<file path="src/rtl/dmb_pkg.sv">
// constants, field layouts and carrier types for the ddr mode and burst block
package dmb_pkg;

  // pin group carried through the synchroniser
  typedef struct packed {
    logic cke;
    logic cs_n;
    logic ras_n;
    logic cas_n;
    logic we_n;
    logic [1:0] ba;
    logic [12:0] addr;
  } dmb_cmd_t;

  typedef enum logic [1:0] {
    ST_IDLE = 2'h0,
    ST_WAIT = 2'h1,
    ST_XFER = 2'h3
  } dmb_state_t;

  // {ras_n, cas_n, we_n} command codes
  localparam logic [2:0] OP_MODE = 3'h0;
  localparam logic [2:0] OP_REF = 3'h1;
  localparam logic [2:0] OP_PRE = 3'h2;
  localparam logic [2:0] OP_ACT = 3'h3;
  localparam logic [2:0] OP_WR = 3'h4;
  localparam logic [2:0] OP_RD = 3'h5;
  localparam logic [2:0] OP_STOP = 3'h6;

  localparam logic [1:0] BA_BASE = 2'h0;
  localparam logic [1:0] BA_EXT = 2'h1;
  localparam int unsigned AP_BIT = 10;

  // mode register fields
  localparam int unsigned MR_BL_LSB = 0;
  localparam int unsigned MR_BT_BIT = 3;
  localparam int unsigned MR_CL_LSB = 4;
  localparam int unsigned MR_OP_LSB = 7;
  localparam logic [5:0] MR_OP_NORMAL = 6'h00;
  localparam logic [5:0] MR_OP_DLL = 6'h02;
  localparam logic [2:0] BL_2 = 3'h1;
  localparam logic [2:0] BL_4 = 3'h2;
  localparam logic [2:0] BL_8 = 3'h3;
  localparam logic [2:0] MASK_2 = 3'h1;
  localparam logic [2:0] MASK_4 = 3'h3;
  localparam logic [2:0] MASK_8 = 3'h7;
  localparam logic [2:0] CL_2 = 3'h2;
  localparam logic [2:0] CL_3 = 3'h3;
  localparam logic [2:0] CL_25 = 3'h6;
  // latency in link half periods (edges)
  localparam logic [2:0] LAT_CL2 = 3'h2;
  localparam logic [2:0] LAT_CL25 = 3'h3;
  localparam logic [2:0] LAT_CL3 = 3'h4;
  localparam logic [2:0] LAT_WR = 3'h2;

  // apb map
  localparam logic [7:0] REG_MODE = 8'h00;
  localparam logic [7:0] REG_EMODE = 8'h04;
  localparam logic [7:0] REG_STAT = 8'h08;
  localparam logic [7:0] REG_CTRL = 8'h0C;
  localparam int unsigned ST_MODE_OK = 0;
  localparam int unsigned ST_EMODE_OK = 1;
  localparam int unsigned ST_DLL_PEND = 2;
  localparam int unsigned ST_ACC_ERR = 3;
  localparam int unsigned ST_RSV_ERR = 4;
  localparam int unsigned ST_BUSY = 5;
  localparam int unsigned ST_BANK_LSB = 8;
  localparam int unsigned CT_ENABLE = 0;
  localparam logic CTRL_RESET = 1'b1;

endpackage

</file>
<file path="src/rtl/dmb_ddr_mode_burst.sv">
// ddr command decoder with mode registers, burst ordering and read latency
//
// Chosen here: the register offsets and the APB slave port.
`timescale 1ns/10ps
module dmb_ddr_mode_burst import dmb_pkg::*; (
  input wire logic pclk,
  input wire logic presetn,
  input wire logic [7:0] paddr,
  input wire logic psel,
  input wire logic penable,
  input wire logic pwrite,
  input wire logic [31:0] pwdata,
  output logic [31:0] prdata,
  output logic pready,
  output logic pslverr,
  input wire logic ck,
  input wire logic cke,
  input wire logic cs_n,
  input wire logic ras_n,
  input wire logic cas_n,
  input wire logic we_n,
  input wire logic [1:0] ba,
  input wire logic [12:0] addr,
  output logic [12:0] beat_col,
  output logic [1:0] beat_bank,
  output logic beat_write,
  output logic pin_beat,
  output logic core_beat,
  output logic burst_busy,
  output logic dll_reset_pulse
);

  // ==========================================================
  // declarations
  // ==========================================================
  dmb_cmd_t pin_in, s1_ff, s2_ff, s3_ff, cmd_lvl_ff, cmd;
  logic [2:0] cks_ff, op;
  logic ck_lvl_ff, ck_agree, ck_rise, ck_edge, take;
  logic do_base, do_ext, dll_pat, norm_pat, rw_cmd, rw_ok;
  logic [12:0] mode_ff, emode_ff, start_col_ff, col_ff;
  logic mode_ok_ff, emode_ok_ff, dll_pend_ff, dll_pulse_ff, acc_err_ff, rsv_err_ff;
  logic [3:0] open_ff;
  logic ctrl_en_ff, wr_ff, ilv_ff, beat_now, last_beat, owr_ff;
  dmb_state_t state_ff, nxt_state;
  logic [1:0] bank_ff, obank_ff;
  logic [2:0] mask_ff, lat_ff, k_ff, nxt_mask, nxt_lat, low;
  logic pin_beat_ff, core_beat_ff, busy_ff, acc, wr_acc, mapped;
  logic [31:0] rd_mux, stat_w, prdata_ff;
  logic pready_ff, pslverr_ff;

  // ==========================================================
  // link pin synchroniser
  // ==========================================================
  assign pin_in = {cke, cs_n, ras_n, cas_n, we_n, ba, addr};

  // three stages for the command pins
  always_ff @(posedge pclk or negedge presetn) begin
    if (!presetn) begin
      s1_ff <= '0;
      s2_ff <= '0;
      s3_ff <= '0;
    end else begin
      s1_ff <= pin_in;
      s2_ff <= s1_ff;
      s3_ff <= s2_ff;
    end
  end

  // three stages for the link clock
  always_ff @(posedge pclk or negedge presetn) begin
    if (!presetn) begin
      cks_ff <= 3'h0;
    end else begin
      cks_ff <= {cks_ff[1:0], ck};
    end
  end

  // a change counts once stages two and three agree
  assign ck_agree = (cks_ff[1] == cks_ff[2]);
  assign ck_edge = ck_agree & (cks_ff[2] != ck_lvl_ff);
  assign ck_rise = ck_edge & cks_ff[2];

  always_ff @(posedge pclk or negedge presetn) begin
    if (!presetn) begin
      ck_lvl_ff <= 1'b0;
    end else if (ck_agree) begin
      ck_lvl_ff <= cks_ff[2];
    end
  end

  // settled command level
  always_ff @(posedge pclk or negedge presetn) begin
    if (!presetn) begin
      cmd_lvl_ff <= '1;
    end else if (s2_ff == s3_ff) begin
      cmd_lvl_ff <= s3_ff;
    end
  end

  assign cmd = (s2_ff == s3_ff) ? s3_ff : cmd_lvl_ff;

  // ==========================================================
  // command decode
  // ==========================================================
  // deselect and nop fall through untaken
  assign take = ck_rise & ctrl_en_ff & cmd.cke & !cmd.cs_n;
  assign op = {cmd.ras_n, cmd.cas_n, cmd.we_n};
  assign do_base = take & (op == OP_MODE) & (cmd.ba == BA_BASE);
  assign do_ext = take & (op == OP_MODE) & (cmd.ba == BA_EXT);
  assign norm_pat = (cmd.addr[12:MR_OP_LSB] == MR_OP_NORMAL);
  assign dll_pat = (cmd.addr[12:MR_OP_LSB] == MR_OP_DLL);
  assign rw_cmd = take & ((op == OP_RD) | (op == OP_WR));
  assign rw_ok = rw_cmd & open_ff[cmd.ba];

  // ==========================================================
  // mode registers
  // ==========================================================
  // value held until the next matching mode set
  always_ff @(posedge pclk or negedge presetn) begin
    if (!presetn) begin
      mode_ff <= 13'h0000;
      mode_ok_ff <= 1'b0;
    end else if (do_base) begin
      mode_ff <= cmd.addr;
      mode_ok_ff <= 1'b1;
    end
  end

  always_ff @(posedge pclk or negedge presetn) begin
    if (!presetn) begin
      emode_ff <= 13'h0000;
      emode_ok_ff <= 1'b0;
    end else if (do_ext) begin
      emode_ff <= cmd.addr;
      emode_ok_ff <= 1'b1;
    end
  end

  // dll reset request and pending flag
  always_ff @(posedge pclk or negedge presetn) begin
    if (!presetn) begin
      dll_pulse_ff <= 1'b0;
      dll_pend_ff <= 1'b0;
    end else begin
      dll_pulse_ff <= do_base & dll_pat;
      if (do_base & dll_pat) begin
        dll_pend_ff <= 1'b1;
      end else if (do_base & norm_pat) begin
        dll_pend_ff <= 1'b0;
      end
    end
  end

  // ==========================================================
  // bank state and error flags
  // ==========================================================
  // open rows per bank
  always_ff @(posedge pclk or negedge presetn) begin
    if (!presetn) begin
      open_ff <= 4'h0;
    end else if (take & (op == OP_ACT)) begin
      open_ff[cmd.ba] <= 1'b1;
    end else if (take & (op == OP_PRE)) begin
      if (cmd.addr[AP_BIT]) begin
        open_ff <= 4'h0;
      end else begin
        open_ff[cmd.ba] <= 1'b0;
      end
    end else if (rw_ok & cmd.addr[AP_BIT]) begin
      open_ff[cmd.ba] <= 1'b0;
    end
  end

  // sticky errors, write one clears, a new event wins
  always_ff @(posedge pclk or negedge presetn) begin
    if (!presetn) begin
      acc_err_ff <= 1'b0;
    end else if ((rw_cmd & !rw_ok) | (take & (op == OP_REF) & (open_ff != 4'h0))) begin
      acc_err_ff <= 1'b1;
    end else if (wr_acc & (paddr == REG_STAT) & pwdata[ST_ACC_ERR]) begin
      acc_err_ff <= 1'b0;
    end
  end

  always_ff @(posedge pclk or negedge presetn) begin
    if (!presetn) begin
      rsv_err_ff <= 1'b0;
    end else if (do_base & !norm_pat & !dll_pat) begin
      rsv_err_ff <= 1'b1;
    end else if (wr_acc & (paddr == REG_STAT) & pwdata[ST_RSV_ERR]) begin
      rsv_err_ff <= 1'b0;
    end
  end

  // ==========================================================
  // burst setup
  // ==========================================================
  // burst length and latency decode
  always_comb begin
    case (mode_ff[MR_BL_LSB +: 3])
      BL_2: nxt_mask = MASK_2;
      BL_4: nxt_mask = MASK_4;
      BL_8: nxt_mask = MASK_8;
      default: nxt_mask = MASK_8;
    endcase
    if (op == OP_WR) begin
      nxt_lat = LAT_WR;
    end else begin
      case (mode_ff[MR_CL_LSB +: 3])
        CL_2: nxt_lat = LAT_CL2;
        CL_25: nxt_lat = LAT_CL25;
        CL_3: nxt_lat = LAT_CL3;
        default: nxt_lat = LAT_CL3;
      endcase
    end
  end

  // latch burst parameters, same length for reads and writes
  always_ff @(posedge pclk or negedge presetn) begin
    if (!presetn) begin
      start_col_ff <= 13'h0000;
      bank_ff <= 2'h0;
      wr_ff <= 1'b0;
      ilv_ff <= 1'b0;
      mask_ff <= MASK_2;
    end else if (rw_ok) begin
      start_col_ff <= cmd.addr;
      bank_ff <= cmd.ba;
      wr_ff <= (op == OP_WR);
      ilv_ff <= mode_ff[MR_BT_BIT];
      mask_ff <= nxt_mask;
    end
  end

  // ==========================================================
  // burst sequencer
  // ==========================================================
  assign beat_now = ck_edge & (((state_ff == ST_WAIT) & (lat_ff == 3'h1))
                    | (state_ff == ST_XFER));
  assign last_beat = ((k_ff & mask_ff) == mask_ff);

  always_comb begin
    nxt_state = state_ff;
    case (state_ff)
      ST_IDLE: begin
        if (rw_ok) begin
          nxt_state = ST_WAIT;
        end
      end
      ST_WAIT: begin
        if (ck_edge & (lat_ff == 3'h1)) begin
          nxt_state = ST_XFER;
        end
      end
      ST_XFER: begin
        if (beat_now & last_beat) begin
          nxt_state = ST_IDLE;
        end
      end
      default: nxt_state = ST_IDLE;
    endcase
    // a new access or a read stop overrides the running burst
    if (rw_ok) begin
      nxt_state = ST_WAIT;
    end else if (take & (op == OP_STOP) & !wr_ff) begin
      nxt_state = ST_IDLE;
    end
  end

  always_ff @(posedge pclk or negedge presetn) begin
    if (!presetn) begin
      state_ff <= ST_IDLE;
    end else begin
      state_ff <= nxt_state;
    end
  end

  // latency counted in link edges from the command edge
  always_ff @(posedge pclk or negedge presetn) begin
    if (!presetn) begin
      lat_ff <= 3'h0;
    end else if (rw_ok) begin
      lat_ff <= nxt_lat;
    end else if (ck_edge & (state_ff == ST_WAIT)) begin
      lat_ff <= lat_ff - 3'h1;
    end
  end

  // beat index inside the burst
  always_ff @(posedge pclk or negedge presetn) begin
    if (!presetn) begin
      k_ff <= 3'h0;
    end else if (rw_ok) begin
      k_ff <= 3'h0;
    end else if (beat_now) begin
      k_ff <= k_ff + 3'h1;
    end
  end

  // low column bits of this beat
  always_comb begin
    if (ilv_ff) begin
      low = start_col_ff[2:0] ^ k_ff;
    end else begin
      low = start_col_ff[2:0] + k_ff;
    end
  end

  // ==========================================================
  // beat outputs
  // ==========================================================
  // one pin word per link edge, a core word on every pair
  always_ff @(posedge pclk or negedge presetn) begin
    if (!presetn) begin
      col_ff <= 13'h0000;
      obank_ff <= 2'h0;
      owr_ff <= 1'b0;
      pin_beat_ff <= 1'b0;
      core_beat_ff <= 1'b0;
    end else begin
      pin_beat_ff <= beat_now;
      core_beat_ff <= beat_now & !k_ff[0];
      if (beat_now) begin
        // upper bits fix the aligned block, low bits wrap in it
        col_ff <= {start_col_ff[12:3],
                   (start_col_ff[2:0] & ~mask_ff) | (low & mask_ff)};
        obank_ff <= bank_ff;
        owr_ff <= wr_ff;
      end
    end
  end

  always_ff @(posedge pclk or negedge presetn) begin
    if (!presetn) begin
      busy_ff <= 1'b0;
    end else begin
      busy_ff <= (nxt_state != ST_IDLE);
    end
  end

  // ==========================================================
  // apb slave
  // ==========================================================
  assign acc = psel & penable & !pready_ff;
  assign wr_acc = acc & pwrite;
  assign mapped = (paddr == REG_MODE) | (paddr == REG_EMODE)
                  | (paddr == REG_STAT) | (paddr == REG_CTRL);

  always_comb begin
    stat_w = 32'h0000_0000;
    stat_w[ST_MODE_OK] = mode_ok_ff;
    stat_w[ST_EMODE_OK] = emode_ok_ff;
    stat_w[ST_DLL_PEND] = dll_pend_ff;
    stat_w[ST_ACC_ERR] = acc_err_ff;
    stat_w[ST_RSV_ERR] = rsv_err_ff;
    stat_w[ST_BUSY] = busy_ff;
    stat_w[ST_BANK_LSB +: 4] = open_ff;
    case (paddr)
      REG_MODE: rd_mux = {19'h0, mode_ff};
      REG_EMODE: rd_mux = {19'h0, emode_ff};
      REG_STAT: rd_mux = stat_w;
      REG_CTRL: rd_mux = {31'h0, ctrl_en_ff};
      default: rd_mux = 32'h0000_0000;
    endcase
  end

  // one wait state, answer registered
  always_ff @(posedge pclk or negedge presetn) begin
    if (!presetn) begin
      pready_ff <= 1'b0;
      pslverr_ff <= 1'b0;
      prdata_ff <= 32'h0000_0000;
    end else begin
      pready_ff <= acc;
      pslverr_ff <= acc & !mapped;
      if (acc & !pwrite) begin
        prdata_ff <= rd_mux;
      end
    end
  end

  // command acceptance enable
  always_ff @(posedge pclk or negedge presetn) begin
    if (!presetn) begin
      ctrl_en_ff <= CTRL_RESET;
    end else if (wr_acc & (paddr == REG_CTRL)) begin
      ctrl_en_ff <= pwdata[CT_ENABLE];
    end
  end

  // ==========================================================
  // outputs
  // ==========================================================
  assign prdata = prdata_ff;
  assign pready = pready_ff;
  assign pslverr = pslverr_ff;
  assign beat_col = col_ff;
  assign beat_bank = obank_ff;
  assign beat_write = owr_ff;
  assign pin_beat = pin_beat_ff;
  assign core_beat = core_beat_ff;
  assign burst_busy = busy_ff;
  assign dll_reset_pulse = dll_pulse_ff;

endmodule // dmb_ddr_mode_burst

</file>
<file path="config.mk">
export PLATFORM = sky130hd
export DESIGN_NAME = dmb_ddr_mode_burst
export DESIGN_NICKNAME = d
export VERILOG_FILES = /design/src/rtl/dmb_pkg.sv /design/src/rtl/dmb_ddr_mode_burst.sv
export SDC_FILE = /design/constraint.sdc
export NUM_CORES = 1
export LEC_CHECK = 0
export ABC_AREA = 1
export BUFFER_PORTS_ARGS = -buffer_cell sky130_fd_sc_hd__buf_2
export CAP_MARGIN = 5
export CELL_PAD_IN_SITES_DETAIL_PLACEMENT = 1
export CELL_PAD_IN_SITES_GLOBAL_PLACEMENT = 1
export CORE_MARGIN = 8
export CORE_UTILIZATION = 30
export CTS_CLUSTER_SIZE = 10
export DETAILED_ROUTE_END_ITERATION = 8
export GPL_TIMING_DRIVEN = 0
export PLACE_DENSITY_LB_ADDON = 0.1
export SYNTH_ARGS = -nofsm -noshare
export SYNTH_HDL_FRONTEND = slang
export SYNTH_SLANG_ARGS = --single-unit
</file>
<file path="constraint.sdc">
create_clock -name pclk -period 1.9 [get_ports pclk]
set_input_delay 0.095 -clock pclk [delete_from_list [all_inputs] [get_ports pclk]]
set_output_delay 0.095 -clock pclk [all_outputs]
set_load 0.05 [all_outputs]
</file>
# After elaboration in Yosys (flattened, before gate mapping)
# Cells that the tools add are included.
# op_classes
add_sub_neg	3
n_lt_le_gt_ge	2
n_eq_ne	22
mux	29
bitwise_logic	52
reduce_logical	23
# ops
operator	n
13-bit case mux with 4 select lines	1
1-bit bitwise AND	37
20-bit == test	1
20-bit two-way mux	1
3-bit two-way mux	6
8-bit by 4-bit == test with 1-bit output (second input constant)	2
4-bit two-way mux	4
3-bit by 2-bit == test with 1-bit output (second input constant)	4
3-bit == test (second input constant)	4
3-bit case mux with 2 select lines	2
2-bit nonzero test	6
3-bit bitwise AND	3
3-bit by 1-bit == test with 1-bit output (second input constant)	3
1-bit logical NOT	9
8-bit by 3-bit == test with 1-bit output (second input constant)	1
8-bit logical NOT	1
1-bit two-way mux	8
2-bit two-way mux	4
6-bit by 2-bit == test with 1-bit output (second input constant)	1
6-bit logical NOT	1
1-bit OR	6
2-bit case mux with 3 select lines	1
4-bit bitwise AND	1
2-bit by 1-bit == test with 1-bit output (second input constant)	2
21 further kinds	22
# word_totals
reg_bits	202
in_bits	66
out_inout_bits	54
elab_cells	188

# Logic depth before layout (Yosys ltp)
# depth
depth_word	12
ltp_mapped	20
ltp_nobuf	19

# Worst setup path after synthesis
# No wires, ideal clock.
# synth_timing
path_type	register to register
from	register s2_ff[7] (netlist name)
to	register mode_ff[7]
setup_time_ps	125
arrival_ps	1927
required_time_ps	1775
setup_slack_ps	-152
path_stages_with_launch	17
n_path_buf	2
period_less_slack_ps	2052
cell_sequence	dfrtp_1 -> xnor2_1 -> nand2_1 -> nor2_1 -> nand2_1 -> nor2_4 -> buf_6 -> nand2_4 -> nand2_4 -> nand2_2 -> nor2_4 -> nand2_4 -> nor2_8 -> inv_2 -> buf_6 -> nand2_2 -> o21ai_2
# synth_via
elab_chain_cells	6
word_cells_on_any_way	9
cone_classes	1 x eq/ne; 1 x mux; 4 x bitwise; 3 x reduce/logical
# synth_lines
element	line_no	source
start, declared	dmb_ddr_mode_burst.sv:36	dmb_cmd_t pin_in, s1_ff, s2_ff, s3_ff, cmd_lvl_ff, cmd;
start signal, assigned	dmb_ddr_mode_burst.sv:60	s2_ff <= '0;
start signal, assigned	dmb_ddr_mode_burst.sv:64	s2_ff <= s1_ff;
20-bit == test (*)	dmb_ddr_mode_burst.sv:100	assign cmd = (s2_ff == s3_ff) ? s3_ff : cmd_lvl_ff;
20-bit two-way mux (*)	n/a	
1-bit bitwise AND / 1-bit logical NOT (equally long branches)	dmb_ddr_mode_burst.sv:106	assign take = ck_rise & ctrl_en_ff & cmd.cke & !cmd.cs_n;
1-bit bitwise AND	dmb_ddr_mode_burst.sv:106	
1-bit bitwise AND (2 in a row)	dmb_ddr_mode_burst.sv:108	assign do_base = take & (op == OP_MODE) & (cmd.ba == BA_BASE);
end signal, assigned	dmb_ddr_mode_burst.sv:124	mode_ff <= cmd.addr;
end, declared	dmb_ddr_mode_burst.sv:40	logic [12:0] mode_ff, emode_ff, start_col_ff, col_ff;
# Every way passes the cells marked *; elsewhere a longest branch is shown, timed or not.
# A chain may end at the register's enable or synchronous reset.

# Worst setup path in the final report
# layout_timing
from	register s3_ff[14] (netlist name)
to	register mode_ff[7]
# layout_via
elab_chain_cells	6
word_cells_on_any_way	9
cone_classes	1 x eq/ne; 1 x mux; 4 x bitwise; 3 x reduce/logical
# layout_lines
element	line_no	source
start, declared	dmb_ddr_mode_burst.sv:36	
start signal, assigned	dmb_ddr_mode_burst.sv:61	s3_ff <= '0;
start signal, assigned	dmb_ddr_mode_burst.sv:65	s3_ff <= s2_ff;
20-bit == test	dmb_ddr_mode_burst.sv:100	
20-bit two-way mux (*)	n/a	
1-bit bitwise AND / 1-bit logical NOT (equally long branches)	dmb_ddr_mode_burst.sv:106	
1-bit bitwise AND	dmb_ddr_mode_burst.sv:106	
1-bit bitwise AND (2 in a row)	dmb_ddr_mode_burst.sv:108	
# Marked as above.

==> metrics <==
MaxCap Viol Count=0; count leader, synth=nand2_1; first-pass GRT wire length=about 35000 µm; most frequent CP cell=nand2_2; Slew Viols, Final=0; Reg area=around 4600 µm²; Worst Hold Class=in -> reg; delay-heaviest family, CP=simple AND/OR/NAND/NOR gates; detailed-placement wirelength estimate=roughly 15000 µm; Initial DRC Count=178; Max clock buf depth=2; Top FF cell, synth=dfrtp_1; failing checks=negative hold slack, negative setup slack; vias in the first global route=6562; dpl ws=-0.767 ns; Clock Latency Late Sink=approximately 0.44 ns; Starting Density=0.306; number of synthesized register bits=about 180; die area=between 30000 and 40000 µm²; Cell variety after synth=41; Crit Reg-Reg Startpoint=s3_ff[14]$_DFF_PN0_; Final Cycle Share=1.23; gpl congestion=0.746; Die Span X=approximately 180 µm; worst reg2reg endpoint=mode_ff[7]$_DFFE_PN0P_; TritonCTS Buffers=17; fill count=just under 3k; initial antenna violation count=0; pin count of the biggest net entering global routing=between 100 and 150; register area share after synthesis=0.575; clock sink count=between 150 and 200; Post-synth top cells=nand2_1, dfrtp_1, inv_1, nor2_1, o21ai_0; status=finished with violations; Critical path origin=s3_ff[14]$_DFF_PN0_; synth top area cells=dfrtp_1, nand2_1, dfstp_2, inv_1, o21ai_0; power density over cell area=between 700 and 800 nW/µm²; GR Util All Layers=0.141; # rows=59; worst reg2reg path depth=18; leak pwr=roughly 0.0054 µW; core area=between 20000 and 30000 µm²; Post-synth EDFFs=0; remaining antenna violation count=0; H-tree Lvls=4; Worst Path Buf+Inv=4; drt total wl=22100 µm; Least-Margin Pin Slew=around 0.66 ns; crit path time final=roughly 2.3 ns; Hold WS=-0.0172 ns; synth warn=0; ant diodes=0; crit-path cells=inv_1 > nand2_1 > nand2_2 > nand2_2 > nor2_1 > nand3_2 > nor2_4 > buf_6 > nand2_4 > nand2_8 > nand2_4 > nor2_4 > nand2_8 > nor2_8 > inv_6 > clkbuf_16 > nand2_2 > o21ai_2; footprint of the multi-input gates=~3200 µm²; root buf cell=clkbuf_16; RSZ-0062 raised after global routing=true; Synth area leader=dfrtp_1; final hold violations=2; Clock Pin Slew Worst Setup and Hold Paths=about 0.08 ns; syn_area_per_cell=9.00 µm²; layout cell share with drive strength beyond 1=0.345; Crit path required time=around 2.2 ns; vias=approximately 6.3k; worst setup path endpoint=mode_ff[7]$_DFFE_PN0P_; Worst Path Arrival=~2.7 ns; worst rel slew slack=0.559; crit end category=register; drt pass-1 iters=4; CTS tree=built; GRT overflow=0; I/O Buffers=slightly above 70; Synth async-reset ratio=1.00; critical path depth=18; worst vdd ir=about 0.00044 V; Startpoint Class=register; Die Span Y=roughly 180 µm; Layout Area Growth over Synthesis=36.1%; post-synth top area share=0.505; DR vias/cell=around 4.4; fin cells=about 1.4k; CP max FO=6; Placed Instances=around 1.3k; Critical Path Max Stage Delay=~0.40 ns; Top Ports=120; setup violators final=a little over 70; synthesized cell area=7970 µm²; Reg2Reg Setup Slack=-0.43 ns; CP max stage cell=dfrtp_1; Mapped Cells=approximately 890; routed length per placed instance=15.5 µm; fmax=around 430 MHz; Final Net Count=1147; Residual DRC=0; Layout Skew=0.0165 ns; setup ws final=-0.435 ns; Worst Setup Path Type=reg -> reg
-- report_power, final --
group / internal, µW / switching (µW)
registers: 3950 / 49.6
logic: 158 / 298
clock network: 1770 / 1800
-- layout make-up --
cell class | count | area share
well taps | 335 | 0.0386
flip-flops and latches | 182 | 0.422
clock buffers | 17 | 0.0392
repair buffers | 151 | 0.113
plain buffers | 37 | 0.0306
inverters | 126 | 0.0450
multi-input cells | 560 | 0.297
clock inverters | 15 | 0.0145
-- cell families after synthesis --
group                    count (synthesis)  synth area share
AND/OR/NAND/NOR                        408             0.224
flip-flops                             182             0.575
buffers and inverters                  163            0.0934
AO/OA/AOI/OAI                          116            0.0857
XOR/XNOR                                 9           0.00989
adder cells (fa/ha/maj)                  7            0.0116
other                                    1          0.000471
-- cell usage in the layout (no fill, tap or decap), types with 5 or more instances in the layout --
cell type and n:
nand2_2 44, conb_1 19, nand3_1 17, nand2_4 20
buf_4 56, o21a_1 9, o21ai_0 35, nand2_1 239
nor2_4 12, buf_2 70, nor2_2 8, dfrtp_1 160
buf_6 9, ha_1 5, buf_8 9, a21oi_1 6
dlygate4sd3_1 26, nor2_1 34, o22ai_1 7, inv_2 24
o21ai_1 30, inv_1 97, xor2_1 5, clkbuf_16 22
dfstp_2 21, inv_8 6, o21ai_2 14
-- stage by stage --
| step | hold WS (ns) | cell area, µm² | total power, µW | utilization | setup TNS, ns |
|---|---|---|---|---|---|
| finish | -0.0172 | 10800 | 8020 | 0.416 | -23.49 |
| global route | 0.00351 | 10800 | 8350 | 0.416 | -36.75 |
| CTS | 0.0220 | 10200 | 8130 | 0.392 | -28.30 |
| detailed placement | 0.111 | 8900 | 4460 | 0.342 | -41.73 |
| global placement | 0.203 | 8860 | 4450 | 0.340 | -468.52 |
| floorplan | -0.201 | 8090 | 4280 | - | -3.02 |
-- worst reg2reg max path: cells and delay by family (launching register included) --
kind / cells / cell delay, ns
flops: 1 / 0.40
simple gates: 13 / 1.30
compound gates: 1 / 0.04
buf+inv: 4 / 0.48
-- how the worst min path moves through the flow --
stage / slack [ns] / depth (start not counted) / from / to
floorplan: -0.20 / 0 / presetn / acc_err_ff$_DFFE_PN0P_
global placement: 0.20 / 1 / we_n / s1_ff[15]$_DFF_PN0_
detailed placement: 0.11 / 1 / presetn / beat_col[1]$_DFFE_PN0P_
CTS: 0.02 / 5 / paddr[0] / pslverr$_DFF_PN0_
global route: 0.004 / 4 / pwrite / prdata[7]$_DFFE_PN0P_
finish: -0.02 / 4 / pwrite / prdata[7]$_DFFE_PN0P_
-- what timing repair did --
item | 4_1_cts | 5_1_grt
gates cloned | 3 | 4
setup buffers | 21 | 26
endpoints found under the setup margin | 92 | 96
resized for setup | 73 | 93
hold buffers | 26 | 0
endpoints found under the hold margin | 95 | 0
pin swaps | 26 | 33
-- per-layer routing --
layer | GRT usage | routed length (µm) | share of wire
met1 | 0.182 | 10100 | 0.46
met2 | 0.240 | 11100 | 0.50
met3 | 0.0278 | 650 | 0.029
met4 | 0.0310 | 199 | 0.0090
met5 | 0 | 0 | 0
-- flip-flops by register name, indices dropped and copies added (netlist names), 2 cells and up --
name and count:
cmd_lvl_ff 20, lat_ff 3, beat_col 13, beat_bank 2, s2_ff 20, s1_ff 20
open_ff 4, prdata 13, start_col_ff 13, mask_ff 2, state_ff 2, bank_ff 2
emode_ff 13, mode_ff 13, k_ff 3, s3_ff 20, cks_ff 3
(Power assumes the default switching activity.)
